[src/verilog/fbus_cfg.svh]
// Purpose: constants for the init sequencer and status indicators
// Assumes: 10 MHz clk, 32-bit AXI4-Lite register port
// Notes: Function list below
//
// Function
// link indicator: steady link, flash activity, off
// comm indicator steady when connected and running
// comm indicator one flash when controller stopped
// comm indicator off without controller connection
// module indicator steady, diag flash, uninitialized off
// identify request gives two green flashes
// configuration error gives one red flash
// three red for name/ip, four internal
// generic mode adopts controller configuration itself
// generic maps records, no diagnostics or alarms
// generic plugs interface and port submodules automatically
// advanced host plugs all modules and submodules
// advanced routes records to host, mailbox diagnostics
// advanced mode reads back actual controller configuration
// generic order: start, bus init, options, end
// advanced order: start, bus, mode, slot0, subslot1
// slot 0 plugged before any other module
// configured size within bus-init lengths, else error
// record indexes 1000h/2000h map to parameter areas
// reject plugs before slot 0 or outside init
`ifndef FBUS_CFG_SVH
`define FBUS_CFG_SVH
`define OFS_MSG      8'h00
`define OFS_BUSLEN   8'h04
`define OFS_MODSZ    8'h08
`define OFS_STAT     8'h0C
`define OFS_ACTCFG   8'h10
`define OFS_USED     8'h14
`define MSG_CODE_LSB 0
`define MSG_SLOT_LSB 8
`define MSG_SUB_LSB  16
`define MSG_FLAG_BIT 24
`define CODE_START   4'h1
`define CODE_BUSINIT 4'h2
`define CODE_ADVMODE 4'h3
`define CODE_SLOT    4'h4
`define CODE_SUBSLOT 4'h5
`define CODE_OTHER   4'h6
`define CODE_END     4'h7
`define RST_WORD     32'h0000_0000
`define RESP_OKAY    2'b00
`define RESP_SLVERR  2'b10
`define REC_IN_BASE  16'h1000
`define REC_OUT_BASE 16'h2000
`define REC_MAP_TOP  16'h3000
`define REC_APP_TOP  16'h8000
`define CLK_HZ       10_000_000
`define FLASH_MS     200
`define GAP_UNITS    6
`define MAX_SLOTS    64
`endif

[src/verilog/fbus_pkg.sv]
// Purpose: shared types for the init sequencer
// Assumes: constants live in fbus_cfg.svh
// Notes: structs carry bus, network and indicator groups
package fbus_pkg;
  typedef struct packed {
    logic        awvalid;
    logic [7:0]  awaddr;
    logic        wvalid;
    logic [31:0] wdata;
    logic [3:0]  wstrb;
    logic        bready;
    logic        arvalid;
    logic [7:0]  araddr;
    logic        rready;
  } axil_req_t;
  typedef struct packed {
    logic        awready;
    logic        wready;
    logic        bvalid;
    logic [1:0]  bresp;
    logic        arready;
    logic        rvalid;
    logic [31:0] rdata;
    logic [1:0]  rresp;
  } axil_rsp_t;
  typedef struct packed {
    logic link;
    logic activity;
    logic connected;
    logic ctrl_run;
    logic diag_avail;
    logic ident_req;
    logic name_missing;
    logic ip_missing;
    logic internal_err;
    logic cfg_mismatch;
  } net_status_t;
  typedef struct packed {
    logic        valid;
    logic [6:0]  modules;
    logic [15:0] in_len;
    logic [15:0] out_len;
  } conn_cfg_t;
  typedef struct packed {
    logic link_green;
    logic comm_green;
    logic mod_green;
    logic mod_red;
  } led_t;
  typedef struct packed {
    logic       steady;
    logic [2:0] flashes;
  } led_mode_t;
  typedef enum logic [1:0] {rec_none, rec_param_in, rec_param_out, rec_host} rec_target_t;
  typedef enum logic [1:0] {st_idle, st_started, st_bus, st_run} init_state_t;
endpackage

[src/verilog/led_flasher.sv]
// Purpose: steady / n-flash indicator pattern generator
// Assumes: mode held by caller, one unit per on or off phase
// Notes: pattern repeats after a dark gap
`timescale 1ns/100ps
`include "fbus_cfg.svh"
module led_flasher #(
  parameter int UNIT_CYC = 2_000_000
) (
  input  wire logic              clk,
  input  wire logic              rst,
  input  wire fbus_pkg::led_mode_t mode,
  output logic                   on
);
  import fbus_pkg::*;
  localparam int CW = $clog2(UNIT_CYC);
  localparam logic [4:0] GAP = 5'(`GAP_UNITS);
  if (UNIT_CYC < 2) begin : g_chk
    $error("led_flasher: UNIT_CYC must be at least 2");
  end
  logic [CW-1:0] cnt_r;
  logic [4:0]    slot_r;
  logic [4:0]    len;
  logic          unit_end;
  assign len      = {1'b0, mode.flashes, 1'b0};
  assign unit_end = (cnt_r == CW'(UNIT_CYC - 1));
  always_ff @(posedge clk or posedge rst) begin
    if (rst) begin
      cnt_r <= '0;
    end else begin
      cnt_r <= unit_end ? '0 : cnt_r + 1'b1;
    end
  end
  always_ff @(posedge clk or posedge rst) begin
    if (rst) begin
      slot_r <= '0;
    end else if (unit_end) begin
      slot_r <= (slot_r >= len + GAP - 5'd1) ? 5'd0 : slot_r + 5'd1;
    end
  end
  always_ff @(posedge clk or posedge rst) begin
    if (rst) begin
      on <= 1'b0;
    end else begin
      on <= mode.steady | ((mode.flashes != 3'd0) & (slot_r < len) & ~slot_r[0]);
    end
  end
endmodule

[src/verilog/record_router.sv]
// Purpose: steers a record index to parameter areas or the host
// Assumes: one request per rec_valid pulse
// Notes: result registered, valid one cycle later
`timescale 1ns/100ps
`include "fbus_cfg.svh"
module record_router (
  input  wire logic                  clk,
  input  wire logic                  rst,
  input  wire logic                  rec_valid,
  input  wire logic [15:0]           rec_index,
  input  wire logic                  map_param,
  output fbus_pkg::rec_target_t      target,
  output logic [11:0]                byte_ofs,
  output logic                       done
);
  import fbus_pkg::*;
  rec_target_t tgt_nxt;
  always_comb begin
    tgt_nxt = rec_none;
    if (rec_index < `REC_APP_TOP) begin
      if (!map_param) begin
        tgt_nxt = rec_host;
      end else if (rec_index >= `REC_IN_BASE && rec_index < `REC_OUT_BASE) begin
        tgt_nxt = rec_param_in;
      end else if (rec_index >= `REC_OUT_BASE && rec_index < `REC_MAP_TOP) begin
        tgt_nxt = rec_param_out;
      end
    end
  end
  always_ff @(posedge clk or posedge rst) begin
    if (rst) begin
      target   <= rec_none;
      byte_ofs <= '0;
      done     <= 1'b0;
    end else begin
      done <= rec_valid;
      if (rec_valid) begin
        target   <= tgt_nxt;
        byte_ofs <= rec_index[11:0];
      end
    end
  end
endmodule

[src/verilog/init_sequencer.sv]
// Purpose: init message sequencer, mode selection and status indicators
// Assumes: network status and controller config come from same-clock logic
// Notes: mailbox messages are written to the message register
//
// Implementation choices: the AXI4-Lite register port and the placing of the registers.
`timescale 1ns/100ps
`include "fbus_cfg.svh"
module init_sequencer #(
  parameter int FLASH_CYC = `FLASH_MS * (`CLK_HZ / 1000),
  parameter int MAX_SLOTS = `MAX_SLOTS
) (
  input  wire logic                  clk,
  input  wire logic                  rst,
  input  wire fbus_pkg::axil_req_t   axi_req,
  output fbus_pkg::axil_rsp_t        axi_rsp,
  input  wire fbus_pkg::net_status_t net,
  input  wire fbus_pkg::conn_cfg_t   conn,
  input  wire logic                  rec_valid,
  input  wire logic [15:0]           rec_index,
  output fbus_pkg::rec_target_t      rec_target,
  output logic [11:0]                rec_byte_ofs,
  output logic                       rec_done,
  output logic                       diag_enable,
  output logic                       io_ready,
  output fbus_pkg::led_t             leds
);
  import fbus_pkg::*;
  if (MAX_SLOTS < 1 || MAX_SLOTS > 127) begin : g_chk
    $error("init_sequencer: MAX_SLOTS must lie in 1..127");
  end
  localparam logic [6:0] SLOT_LIM = 7'(MAX_SLOTS);

  // bus slave channel state
  logic        aw_ok_r;
  logic        w_ok_r;
  logic [7:0]  awaddr_r;
  logic [31:0] wdata_r;
  logic [3:0]  wstrb_r;
  logic        bvalid_r;
  logic [1:0]  bresp_r;
  logic        rvalid_r;
  logic [31:0] rdata_r;
  logic [1:0]  rresp_r;
  logic        wr_fire;
  logic        rd_fire;
  logic        wr_hit;

  // sequencer state
  init_state_t state_r;
  logic        adv_r;
  logic        rec_req_r;
  logic        slot0_r;
  logic        dap_sub_r;
  logic        ifport_r;
  logic        cfg_err_r;
  logic        resp_err_r;
  logic [3:0]  last_code_r;
  logic [7:0]  msg_cnt_r;
  logic [6:0]  mods_r;
  logic [31:0] buslen_r;
  logic [31:0] modsz_r;
  logic [15:0] in_lim_r;
  logic [15:0] out_lim_r;
  logic [16:0] used_in_r;
  logic [16:0] used_out_r;
  logic [15:0] act_in_r;
  logic [15:0] act_out_r;
  logic [6:0]  act_mods_r;

  // decoded message
  logic        msg_wr;
  logic [3:0]  code;
  logic [7:0]  slot;
  logic [7:0]  subslot;
  logic        msg_ok;
  logic [16:0] sum_in;
  logic [16:0] sum_out;
  logic        too_big;

  function automatic logic [31:0] merge(input logic [31:0] old, input logic [31:0] nw,
                                        input logic [3:0] strb);
    logic [31:0] r;
    r = old;
    for (int i = 0; i < 4; i++) begin
      if (strb[i]) begin
        r[i*8 +: 8] = nw[i*8 +: 8];
      end
    end
    return r;
  endfunction

  // AXI4-Lite slave
  assign axi_rsp.awready = ~aw_ok_r & ~bvalid_r;
  assign axi_rsp.wready  = ~w_ok_r & ~bvalid_r;
  assign axi_rsp.bvalid  = bvalid_r;
  assign axi_rsp.bresp   = bresp_r;
  assign axi_rsp.arready = ~rvalid_r;
  assign axi_rsp.rvalid  = rvalid_r;
  assign axi_rsp.rdata   = rdata_r;
  assign axi_rsp.rresp   = rresp_r;
  assign wr_fire = aw_ok_r & w_ok_r & ~bvalid_r;
  assign rd_fire = axi_req.arvalid & ~rvalid_r;
  assign wr_hit  = (awaddr_r == `OFS_MSG) | (awaddr_r == `OFS_BUSLEN) |
                   (awaddr_r == `OFS_MODSZ);

  always_ff @(posedge clk or posedge rst) begin
    if (rst) begin
      aw_ok_r  <= 1'b0;
      awaddr_r <= '0;
    end else if (axi_req.awvalid & axi_rsp.awready) begin
      aw_ok_r  <= 1'b1;
      awaddr_r <= {axi_req.awaddr[7:2], 2'b00};
    end else if (wr_fire) begin
      aw_ok_r  <= 1'b0;
    end
  end

  always_ff @(posedge clk or posedge rst) begin
    if (rst) begin
      w_ok_r  <= 1'b0;
      wdata_r <= '0;
      wstrb_r <= '0;
    end else if (axi_req.wvalid & axi_rsp.wready) begin
      w_ok_r  <= 1'b1;
      wdata_r <= axi_req.wdata;
      wstrb_r <= axi_req.wstrb;
    end else if (wr_fire) begin
      w_ok_r  <= 1'b0;
    end
  end

  always_ff @(posedge clk or posedge rst) begin
    if (rst) begin
      bvalid_r <= 1'b0;
      bresp_r  <= `RESP_OKAY;
    end else if (wr_fire) begin
      bvalid_r <= 1'b1;
      bresp_r  <= wr_hit ? `RESP_OKAY : `RESP_SLVERR;
    end else if (axi_req.bready) begin
      bvalid_r <= 1'b0;
    end
  end

  always_ff @(posedge clk or posedge rst) begin
    if (rst) begin
      rvalid_r <= 1'b0;
      rdata_r  <= `RST_WORD;
      rresp_r  <= `RESP_OKAY;
    end else if (rd_fire) begin
      rvalid_r <= 1'b1;
      rresp_r  <= `RESP_OKAY;
      case ({axi_req.araddr[7:2], 2'b00})
        `OFS_BUSLEN: rdata_r <= buslen_r;
        `OFS_MODSZ:  rdata_r <= modsz_r;
        `OFS_STAT:   rdata_r <= {2'b00, msg_cnt_r, 1'b0, mods_r, last_code_r, resp_err_r,
                                 cfg_err_r, ifport_r, dap_sub_r, slot0_r, rec_req_r,
                                 adv_r, 1'b0, 2'(state_r)};
        `OFS_ACTCFG: rdata_r <= adv_r ? {act_out_r, act_in_r} : `RST_WORD;
        `OFS_USED:   rdata_r <= {used_out_r[15:0], used_in_r[15:0]};
        `OFS_MSG:    rdata_r <= `RST_WORD;
        default: begin
          rdata_r <= `RST_WORD;
          rresp_r <= `RESP_SLVERR;
        end
      endcase
    end else if (axi_req.rready) begin
      rvalid_r <= 1'b0;
    end
  end

  always_ff @(posedge clk or posedge rst) begin
    if (rst) begin
      buslen_r <= `RST_WORD;
      modsz_r  <= `RST_WORD;
    end else if (wr_fire && awaddr_r == `OFS_BUSLEN) begin
      buslen_r <= merge(buslen_r, wdata_r, wstrb_r);
    end else if (wr_fire && awaddr_r == `OFS_MODSZ) begin
      modsz_r  <= merge(modsz_r, wdata_r, wstrb_r);
    end
  end

  // message decode and acceptance
  assign msg_wr  = wr_fire & (awaddr_r == `OFS_MSG);
  assign code    = wdata_r[`MSG_CODE_LSB +: 4];
  assign slot    = wdata_r[`MSG_SLOT_LSB +: 8];
  assign subslot = wdata_r[`MSG_SUB_LSB +: 8];
  assign sum_in  = used_in_r + {1'b0, modsz_r[15:0]};
  assign sum_out = used_out_r + {1'b0, modsz_r[31:16]};
  assign too_big = (sum_in > {1'b0, in_lim_r}) | (sum_out > {1'b0, out_lim_r});

  always_comb begin
    msg_ok = 1'b0;
    case (code)
      `CODE_START:   msg_ok = (state_r == st_idle);
      `CODE_BUSINIT: msg_ok = (state_r == st_started);
      `CODE_ADVMODE: msg_ok = (state_r == st_bus) & ~adv_r & ~slot0_r;
      // plugs only inside the init window, advanced mode, slot 0 first
      `CODE_SLOT:    msg_ok = (state_r == st_bus) & adv_r & ~too_big & (mods_r < SLOT_LIM) &
                              ((slot == 8'h00) ? ~slot0_r : slot0_r);
      `CODE_SUBSLOT: msg_ok = (state_r == st_bus) & adv_r & slot0_r &
                              ((slot != 8'h00) | (subslot != 8'h00));
      `CODE_OTHER:   msg_ok = (state_r == st_bus);
      `CODE_END:     msg_ok = (state_r == st_bus);
      default:       msg_ok = 1'b0;
    endcase
  end

  always_ff @(posedge clk or posedge rst) begin
    if (rst) begin
      state_r <= st_idle;
    end else if (msg_wr && msg_ok) begin
      case (code)
        `CODE_START:   state_r <= st_started;
        `CODE_BUSINIT: state_r <= st_bus;
        `CODE_END:     state_r <= st_run;
        default:       state_r <= state_r;
      endcase
    end
  end

  always_ff @(posedge clk or posedge rst) begin
    if (rst) begin
      resp_err_r  <= 1'b0;
      last_code_r <= '0;
      msg_cnt_r   <= '0;
    end else if (msg_wr) begin
      resp_err_r  <= ~msg_ok;
      last_code_r <= code;
      msg_cnt_r   <= msg_cnt_r + 8'd1;
    end
  end

  always_ff @(posedge clk or posedge rst) begin
    if (rst) begin
      in_lim_r  <= '0;
      out_lim_r <= '0;
      adv_r     <= 1'b0;
      rec_req_r <= 1'b0;
    end else if (msg_wr && msg_ok && code == `CODE_BUSINIT) begin
      in_lim_r  <= buslen_r[15:0];
      out_lim_r <= buslen_r[31:16];
    end else if (msg_wr && msg_ok && code == `CODE_ADVMODE) begin
      adv_r     <= 1'b1;
      rec_req_r <= wdata_r[`MSG_FLAG_BIT];
    end
  end

  always_ff @(posedge clk or posedge rst) begin
    if (rst) begin
      slot0_r    <= 1'b0;
      dap_sub_r  <= 1'b0;
      mods_r     <= '0;
      used_in_r  <= '0;
      used_out_r <= '0;
    end else if (msg_wr && msg_ok && code == `CODE_SLOT) begin
      slot0_r    <= 1'b1;
      mods_r     <= mods_r + 7'd1;
      used_in_r  <= sum_in;
      used_out_r <= sum_out;
    end else if (msg_wr && msg_ok && code == `CODE_SUBSLOT && slot == 8'h00) begin
      dap_sub_r  <= 1'b1;
    end
  end

  // interface/port submodules plugged by the device itself in generic mode
  always_ff @(posedge clk or posedge rst) begin
    if (rst) begin
      ifport_r <= 1'b0;
    end else if (msg_wr && msg_ok && code == `CODE_END) begin
      ifport_r <= ~adv_r | dap_sub_r;
    end
  end

  // configuration from the controller connect service
  always_ff @(posedge clk or posedge rst) begin
    if (rst) begin
      act_in_r   <= '0;
      act_out_r  <= '0;
      act_mods_r <= '0;
    end else if (conn.valid && state_r == st_run) begin
      act_in_r   <= conn.in_len;
      act_out_r  <= conn.out_len;
      act_mods_r <= conn.modules;
    end
  end

  // sticky configuration error, cleared by reset or by an accepted start message
  always_ff @(posedge clk or posedge rst) begin
    if (rst) begin
      cfg_err_r <= 1'b0;
    end else if (state_r == st_run && (net.cfg_mismatch ||
                 (conn.valid && (conn.in_len > in_lim_r || conn.out_len > out_lim_r ||
                                 conn.modules > SLOT_LIM)))) begin
      cfg_err_r <= 1'b1;
    end else if (msg_wr && code == `CODE_SLOT && state_r == st_bus && adv_r &&
                 (too_big || mods_r >= SLOT_LIM)) begin
      cfg_err_r <= 1'b1;
    end else if (msg_wr && msg_ok && code == `CODE_START) begin
      cfg_err_r <= 1'b0;
    end
  end

  always_ff @(posedge clk or posedge rst) begin
    if (rst) begin
      diag_enable <= 1'b0;
      io_ready    <= 1'b0;
    end else begin
      diag_enable <= adv_r & (state_r == st_run);
      io_ready    <= (state_r == st_run) & ~cfg_err_r & (adv_r | (act_mods_r != 7'd0));
    end
  end

  record_router u_rec (
    .clk       (clk),
    .rst       (rst),
    .rec_valid (rec_valid),
    .rec_index (rec_index),
    .map_param (~adv_r | ~rec_req_r),
    .target    (rec_target),
    .byte_ofs  (rec_byte_ofs),
    .done      (rec_done)
  );

  // indicator selection
  led_mode_t link_m;
  led_mode_t comm_m;
  led_mode_t mod_m;
  logic      mod_is_red;
  logic      link_on;
  logic      comm_on;
  logic      mod_on;

  always_comb begin
    link_m = '{steady: 1'b0, flashes: 3'd0};
    if (net.link) begin
      link_m = net.activity ? '{steady: 1'b0, flashes: 3'd1} :
                              '{steady: 1'b1, flashes: 3'd0};
    end
  end

  always_comb begin
    comm_m = '{steady: 1'b0, flashes: 3'd0};
    if (net.connected) begin
      comm_m = net.ctrl_run ? '{steady: 1'b1, flashes: 3'd0} :
                              '{steady: 1'b0, flashes: 3'd1};
    end
  end

  always_comb begin
    mod_m      = '{steady: 1'b0, flashes: 3'd0};
    mod_is_red = 1'b0;
    if (net.internal_err) begin
      mod_m      = '{steady: 1'b0, flashes: 3'd4};
      mod_is_red = 1'b1;
    end else if (net.name_missing || net.ip_missing) begin
      mod_m      = '{steady: 1'b0, flashes: 3'd3};
      mod_is_red = 1'b1;
    end else if (cfg_err_r) begin
      mod_m      = '{steady: 1'b0, flashes: 3'd1};
      mod_is_red = 1'b1;
    end else if (net.ident_req) begin
      mod_m      = '{steady: 1'b0, flashes: 3'd2};
    end else if (state_r == st_run && adv_r && net.diag_avail) begin
      mod_m      = '{steady: 1'b0, flashes: 3'd1};
    end else if (state_r == st_run) begin
      mod_m      = '{steady: 1'b1, flashes: 3'd0};
    end
  end

  led_flasher #(.UNIT_CYC(FLASH_CYC)) u_link (
    .clk  (clk),
    .rst  (rst),
    .mode (link_m),
    .on   (link_on)
  );
  led_flasher #(.UNIT_CYC(FLASH_CYC)) u_comm (
    .clk  (clk),
    .rst  (rst),
    .mode (comm_m),
    .on   (comm_on)
  );
  led_flasher #(.UNIT_CYC(FLASH_CYC)) u_mod (
    .clk  (clk),
    .rst  (rst),
    .mode (mod_m),
    .on   (mod_on)
  );

  always_ff @(posedge clk or posedge rst) begin
    if (rst) begin
      leds <= '0;
    end else begin
      leds.link_green <= link_on;
      leds.comm_green <= comm_on;
      leds.mod_green  <= mod_on & ~mod_is_red;
      leds.mod_red    <= mod_on & mod_is_red;
    end
  end
endmodule

[config.mk]
export PLATFORM = sky130hd
export DESIGN_NAME = init_sequencer
export DESIGN_NICKNAME = d
export VERILOG_FILES = /design/src/verilog/fbus_pkg.sv /design/src/verilog/led_flasher.sv /design/src/verilog/record_router.sv /design/src/verilog/init_sequencer.sv
export VERILOG_INCLUDE_DIRS = /design/src /design/src/verilog
export SDC_FILE = /design/constraint.sdc
export NUM_CORES = 1
export LEC_CHECK = 0
export CAP_MARGIN = 20
export CORE_MARGIN = 4
export CORE_UTILIZATION = 30
export DETAILED_ROUTE_END_ITERATION = 8
export DONT_BUFFER_PORTS = 1
export GPL_ROUTABILITY_DRIVEN = 0
export PLACE_DENSITY = 0.53
export REMOVE_ABC_BUFFERS = 1
export SLEW_MARGIN = 20
export SYNTH_ARGS = -nofsm -noshare
export SYNTH_HDL_FRONTEND = slang
export SYNTH_SLANG_ARGS = --single-unit
[constraint.sdc]
create_clock -name clk -period 32.1 [get_ports clk]
set_input_delay 3.21 -clock clk [delete_from_list [all_inputs] [get_ports clk]]
set_output_delay 3.21 -clock clk [all_outputs]
set_load 0.05 [all_outputs]
# --- Word-level counts from Yosys, hierarchy flattened ---
# Cells that the tools add are included.
op_classes:
  addsub: 16
  magnitude_cmp: 18
  eq_ne: 20
  n_mux: 40
  bitwise_logic: 54
  reduce_logical: 55
ops:
  columns: ["operator", "n"]
  rows:
  - ["case mux 32 bit (5 select lines)", 1]
  - ["adder 21 x 1 -> 21 bit (second input constant)", 3]
  - ["equality test 21 bit (second input constant)", 3]
  - ["2-to-1 mux 21 bit", 3]
  - ["2-to-1 mux 4 bit", 10]
  - ["adder 17 x 16 -> 17 bit", 2]
  - ["greater-than comparator 17 x 16 -> 1 bit", 2]
  - ["greater-than comparator 16 bit", 2]
  - ["< comparator 16 x 14 -> 1 bit (second input constant)", 2]
  - ["2-to-1 mux 32 bit", 1]
  - ["AND 1 bit", 27]
  - ["logical AND 1 bit", 21]
  - ["equality test 6 x 2 -> 1 bit (second input constant)", 3]
  - ["inverter 1 bit", 17]
  - ["equality test 4 x 3 -> 1 bit (second input constant)", 4]
  - [">= comparator 16 x 13 -> 1 bit (second input constant)", 1]
  - [">= comparator 16 x 14 -> 1 bit (second input constant)", 1]
  - ["logical NOT 8 bit", 2]
  - ["< comparator 16 bit (second input constant)", 1]
  - ["nonzero test 8 bit", 2]
  - ["adder 4 x 3 -> 5 bit (second input constant)", 3]
  - ["adder 5 x 1 -> 5 bit (second input constant)", 3]
  - [">= comparator 5 bit", 3]
  - ["< comparator 5 x 4 -> 1 bit", 3]
  - ["other kinds (28)", 83]
totals:
  ff_bits: 381
  out_inout_bits: 62
  word_cells: 257

# --- Longest topological paths before layout ---
logic_depth:
  word_depth: 13
  depth_mapped: 20
  mapped_depth_nobuf: 18

# --- Cells and area by module ---
# A second synthesis with hierarchy kept.
hier_totals:
  cells_unflattened: 1724
  area_unflattened_um2: 19592.5
modules_own_cells:
  columns: ["module", "instances", "cells_per_inst", "area_each_um2", "seq_area_each_um2"]
  rows:
  - ["init_sequencer", 1, 1238, 14542.7, 7081.8]
  - ["led_flasher", 3, 150, 1477.7, 675.6]
  - ["record_router", 1, 36, 616.8, 375.4]

# --- Least setup slack after synthesis ---
# No wires, ideal clock.
synth_timing:
  path_kind: "input to register"
  from: "input axi_req[6] (netlist name)"
  to: "register rdata_r[27]"
  setup_ns: 0.065
  arrival_time_ns: 5.152
  required_ns: 32.035
  setup_slack_ns: 26.883
  stages: 9
  cell_sequence: "or3_1 clkbuf_1 nor3b_1 nand2_1 nor2_1 clkbuf_1 a222oi_1 a21oi_1 a21o_1"
synth_via:
  elab_chain_len: 2
synth_rtl:
  columns: ["element", "line", "source"]
  rows:
  - ["start, declared", "init_sequencer.sv:14", "input wire fbus_pkg::axil_req_t axi_req,"]
  - ["equality test 6 x 3 -> 1 bit, or another cell as far along", "init_sequencer.sv:152", "case ({axi_req.araddr[7:2], 2'b00})"]
  - ["case mux 32 bit (5 select lines) *", "init_sequencer.sv:152", null]
  - ["end signal, assigned", "init_sequencer.sv:153", "`OFS_BUSLEN: rdata_r <= buslen_r;"]
  - ["end signal, assigned", "init_sequencer.sv:154", "`OFS_MODSZ: rdata_r <= modsz_r;"]
  - ["end signal, assigned", "init_sequencer.sv:155", "`OFS_STAT: rdata_r <= {2'b00, msg_cnt_r, 1'b0, mods_r, last_code_r, resp_err_r,"]
  - ["end, declared", "init_sequencer.sv:42", "logic [31:0] rdata_r;"]
# Mark *: on every way between the ends. The rest lies on a longest branch, timed or not.
# A chain may end at the register's enable or synchronous reset.

# --- Final worst setup path ---
layout_timing:
  from: "register modsz_r[0]"
  to: "register state_r[0]"
layout_via:
  elab_chain_len: 10
layout_rtl:
  columns: ["element", "line", "source"]
  rows:
  - ["start, declared", "init_sequencer.sv:61", "logic [31:0] modsz_r;"]
  - ["start signal, assigned", "init_sequencer.sv:174", "modsz_r <= `RST_WORD;"]
  - ["start signal, assigned", "init_sequencer.sv:178", "modsz_r <= merge(modsz_r, wdata_r, wstrb_r);"]
  - ["adder 17 x 16 -> 17 bit", "init_sequencer.sv:187", "assign sum_in = used_in_r + {1'b0, modsz_r[15:0]};"]
  - ["net sum_in[12]", "init_sequencer.sv:76", "logic [16:0] sum_in;"]
  - ["greater-than comparator 17 x 16 -> 1 bit", "init_sequencer.sv:189", "assign too_big = (sum_in > {1'b0, in_lim_r}) | (sum_out > {1'b0, out_lim_r});"]
  - ["OR 1 bit", "init_sequencer.sv:189", null]
  - ["inverter 1 bit", "init_sequencer.sv:198", "`CODE_SLOT: msg_ok = (state_r == st_bus) & adv_r & ~too_big & (mods_r < SLOT_LIM) &"]
  - ["AND 1 bit (3 in a row)", "init_sequencer.sv:198", null]
  - ["case mux 1 bit (6 select lines)", "init_sequencer.sv:193", "case (code)"]
  - ["logical AND 1 bit", "init_sequencer.sv:211", "end else if (msg_wr && msg_ok) begin"]
  - ["AND reduction 2 bit (no line)", null, null]
  - ["end signal, assigned", "init_sequencer.sv:210", "state_r <= st_idle;"]
  - ["end signal, assigned", "init_sequencer.sv:213", "`CODE_START: state_r <= st_started;"]
  - ["end signal, assigned", "init_sequencer.sv:214", "`CODE_BUSINIT: state_r <= st_bus;"]
  - ["end, declared", "init_sequencer.sv:49", "init_state_t state_r;"]
# The timed path passes the listed nets, and every way through them passes these cells.

==> reports/metrics.csv <==
metric;value;unit
yosys_warnings;0;
post-route-util;0.344;
met2_usage;0.254;
grt_pass1_vias;14300;
timing.final.crit_share;0.190;
total_power;1.43;mW
cts_buffers;47;
ios;188;
cts.clk_slew.worst_paths;0.05;ns
dieArea;69600;sq um
ant_nets;0;
clock_latency;0.58;ns
rrSetupSlack;25.99;ns
post-place-cells;2565;
power_density;64.4;nW/um^2
rsz0062_at_grt;false;
die_height;264;um
num_rows;93;
synth_area_per_cell;11.1;sq um
tns;0;ns
wirelength;56600;um
fillers;6402;
hold_viol_final;0;
fin_nets;2003;
finalWorstSetupSlack;25.99;ns
met3_usage;0.0522;
synthCells;1770;
hold_class;register to register;
io_buffers;0;
worst_pin_slew;0.973;ns
holdBufCountCts;0;
finalSetupViolCount;0;
internal_power;0.993;mW
finalCriticalPeriod;6.11;ns
power_frac_clock;0.387;
fin_cells;2659;
grt-busiest-layer;met2;
dp_worst_setup_slack;25.84;ns
startpoint_type;register;
cts_setup_buffers;0;
clock_sinks;379;
crit_path_end_kind;register;
core;64600;sq um
dr.pass1.iters;5;
dp_hpwl;39400;um
vias;14200;
initial_core_util;0.304;
ys_seq_area_frac;0.483;
remaining_drc_errors;0;
clockBufferDepth;3;
run_status;completed;
synth_top_area_share;0.483;
ys.flop_type;dfrtp_1;
yosys-top-cells-area;dfrtp_1 (48%), mux2_2 (11%), ha_1 (7.3%);
grt_pass1_wl;87700;um
wl_per_cell;21.3;um
mostFrequentLayoutCells;dfrtp_1 (378), mux2_2 (190), nand2_1 (120), ha_1 (115), a21oi_1 (112);
vdd_drop_max;0.0414;mV
drv_slew;0;
grt_use_met1;0.208;
synth_edf_count;0;
cts_resized;0;
p_sw_frac;0.306;
fin_skew;0.0122;ns
grt_use_total;0.159;
synth_area;19600;sq um
slew_headroom;0.352;
max-cap-violations;0;
crit_arrival;6.55;ns
reg2regPathDepth;19;
multi_input_area;9580;sq um
via_per_inst;5.35;
power.switching;0.438;mW
postSynth.asyncResetShare;1.00;
antenna_found_initial;16;
cts-root-buf;clkbuf_16;
cts_max_level;2;
cp_max_fo;42;
min_delay_path_depth;0;
mostFrequentLayoutCell;dfrtp_1;
die_x;264;um
crit_type;register to register;
overflow;0;
max_freq;0.164;GHz
cts_tree;built;
yosys.cell_types.count;74;
seqCellArea;9490;sq um
cp.required;32.55;ns
drtIter0Drc;969;
ys_seq_elements;379;
syn_to_final_growth;13.2;%
p_comb_frac;0.167;
drive_above_1_share;0.178;
grt_max_degree;87;
synth_area_leader_cell;dfrtp_1;
leakagePower;10.7;nW
seqPwrFrac;0.446;
[routing by layer]
metal / vias to the layer above / share of wire
li1: 6566 / -
met1: 7207 / 0.44
met2: 327 / 0.45
met3: 106 / 0.078
met4: 20 / 0.026
met5: - / 0.0026
[synth_stat cells (7+ instances only)]
| cell | count |
|---|---|
| nor3b_1 | 10 |
| o21ai_0 | 63 |
| nor4_1 | 10 |
| inv_1 | 66 |
| clkbuf_1 | 64 |
| nand4_1 | 29 |
| dfrtp_1 | 379 |
| o21a_1 | 8 |
| mux2_2 | 190 |
| a211oi_1 | 7 |
| a22o_1 | 31 |
| ha_1 | 115 |
| or3_1 | 12 |
| nor2_1 | 85 |
| a32o_1 | 7 |
| xor2_1 | 31 |
| nor3_1 | 19 |
| nand2_1 | 121 |
| nor2b_1 | 18 |
| o31ai_1 | 34 |
| and3_1 | 21 |
| a21oi_1 | 112 |
| nand2b_1 | 9 |
| o21bai_1 | 8 |
| nand3_1 | 42 |
| a41oi_1 | 36 |
| a222oi_1 | 26 |
| a21o_1 | 46 |
| xnor2_1 | 57 |
[sequential cells by signal, summed over array words and instances, names as in the netlist, 4 cells and up]
name and count:
leds 4, out_lim_r 16, used_in_r 17, u_link.cnt_r 21, act_mods_r 7, in_lim_r 16
u_comm.slot_r 5, last_code_r 4, u_link.slot_r 5, u_mod.slot_r 5, wdata_r 32, mods_r 7
modsz_r 32, used_out_r 17, u_mod.cnt_r 21, act_out_r 16, u_rec.byte_ofs 12, u_comm.cnt_r 21
msg_cnt_r 8, rdata_r 32, awaddr_r 6, wstrb_r 4, buslen_r 32, act_in_r 16
[stage by stage]
step	hold WS, ns	cell area, sq um
floorplan	0.331	19300
global placement	0.342	20500
detailed placement	0.336	20500
CTS	0.358	22200
global route	0.362	22200
finish	0.354	22200
[logic make-up after synthesis]
family                   after synthesis  share of synthesized area
AND/OR/NAND/NOR                      406                      0.103
adder cells (fa/ha/maj)              117                     0.0754
multiplexers                         194                      0.111
buffers and inverters                148                     0.0310
other                                  2                   0.000383
flip-flops                           379                      0.483
XOR/XNOR                              88                     0.0393
AO/OA/AOI/OAI                        436                      0.156
[path summary, 6_finish.rpt]
check,from,endpoint
min in group asynchronous,rst,awaddr_r[7]$_DFFE_PP0P_
hold / removal,u_link.on$_DFF_PP0_,leds[3]$_DFF_PP0_
setup reg to reg,modsz_r[0]$_DFFE_PP0P_,state_r[0]$_DFFE_PP0P_
hold reg to reg,u_link.on$_DFF_PP0_,leds[3]$_DFF_PP0_
max in group asynchronous,rst,mods_r[5]$_DFFE_PP0P_
setup / recovery,modsz_r[0]$_DFFE_PP0P_,state_r[0]$_DFFE_PP0P_
[worst max-delay path, cell delays in order (launching register included)]
cell and delay [ns]:
dfrtp_1 0.39, ha_1 0.24, fa_1 0.44, a211oi_1 0.23, nor2_1 0.13, o221ai_1 0.37
nand2_1 0.10, a21oi_1 0.23, o21ai_0 0.13, xor2_1 0.20, ha_1 0.31, nand4_1 0.13
nor3_1 0.33, a32o_1 0.22, a41o_1 0.10, o311a_1 0.24, o2111a_2 0.82, buf_4 0.62
nand2b_1 0.38, mux2_1 0.36
[cell type report]
class                           instances  share of cell area
Antenna cell                            5            0.000563
Clock buffer                           67              0.0618
Clock inverter                         21              0.0112
Inverter                               67              0.0117
Multi-Input combinational cell       1244               0.431
Sequential cell                       379               0.427
Tap cell                              855              0.0482
Timing Repair Buffer                   21             0.00817
[power groups by stage]
| stage | registers, mW | clock network, mW | logic (mW) |
|---|---|---|---|
| after detailed placement | 0.646 | 0 | 0.238 |
| after CTS | 0.638 | 0.572 | 0.239 |
| after global placement | 0.644 | 0 | 0.231 |
| final | 0.639 | 0.553 | 0.239 |
| after floorplan | 0.618 | 0 | 0.182 |
| after global routing | 0.649 | 0.590 | 0.265 |
Note: power is estimated with default switching activity, not from simulation.
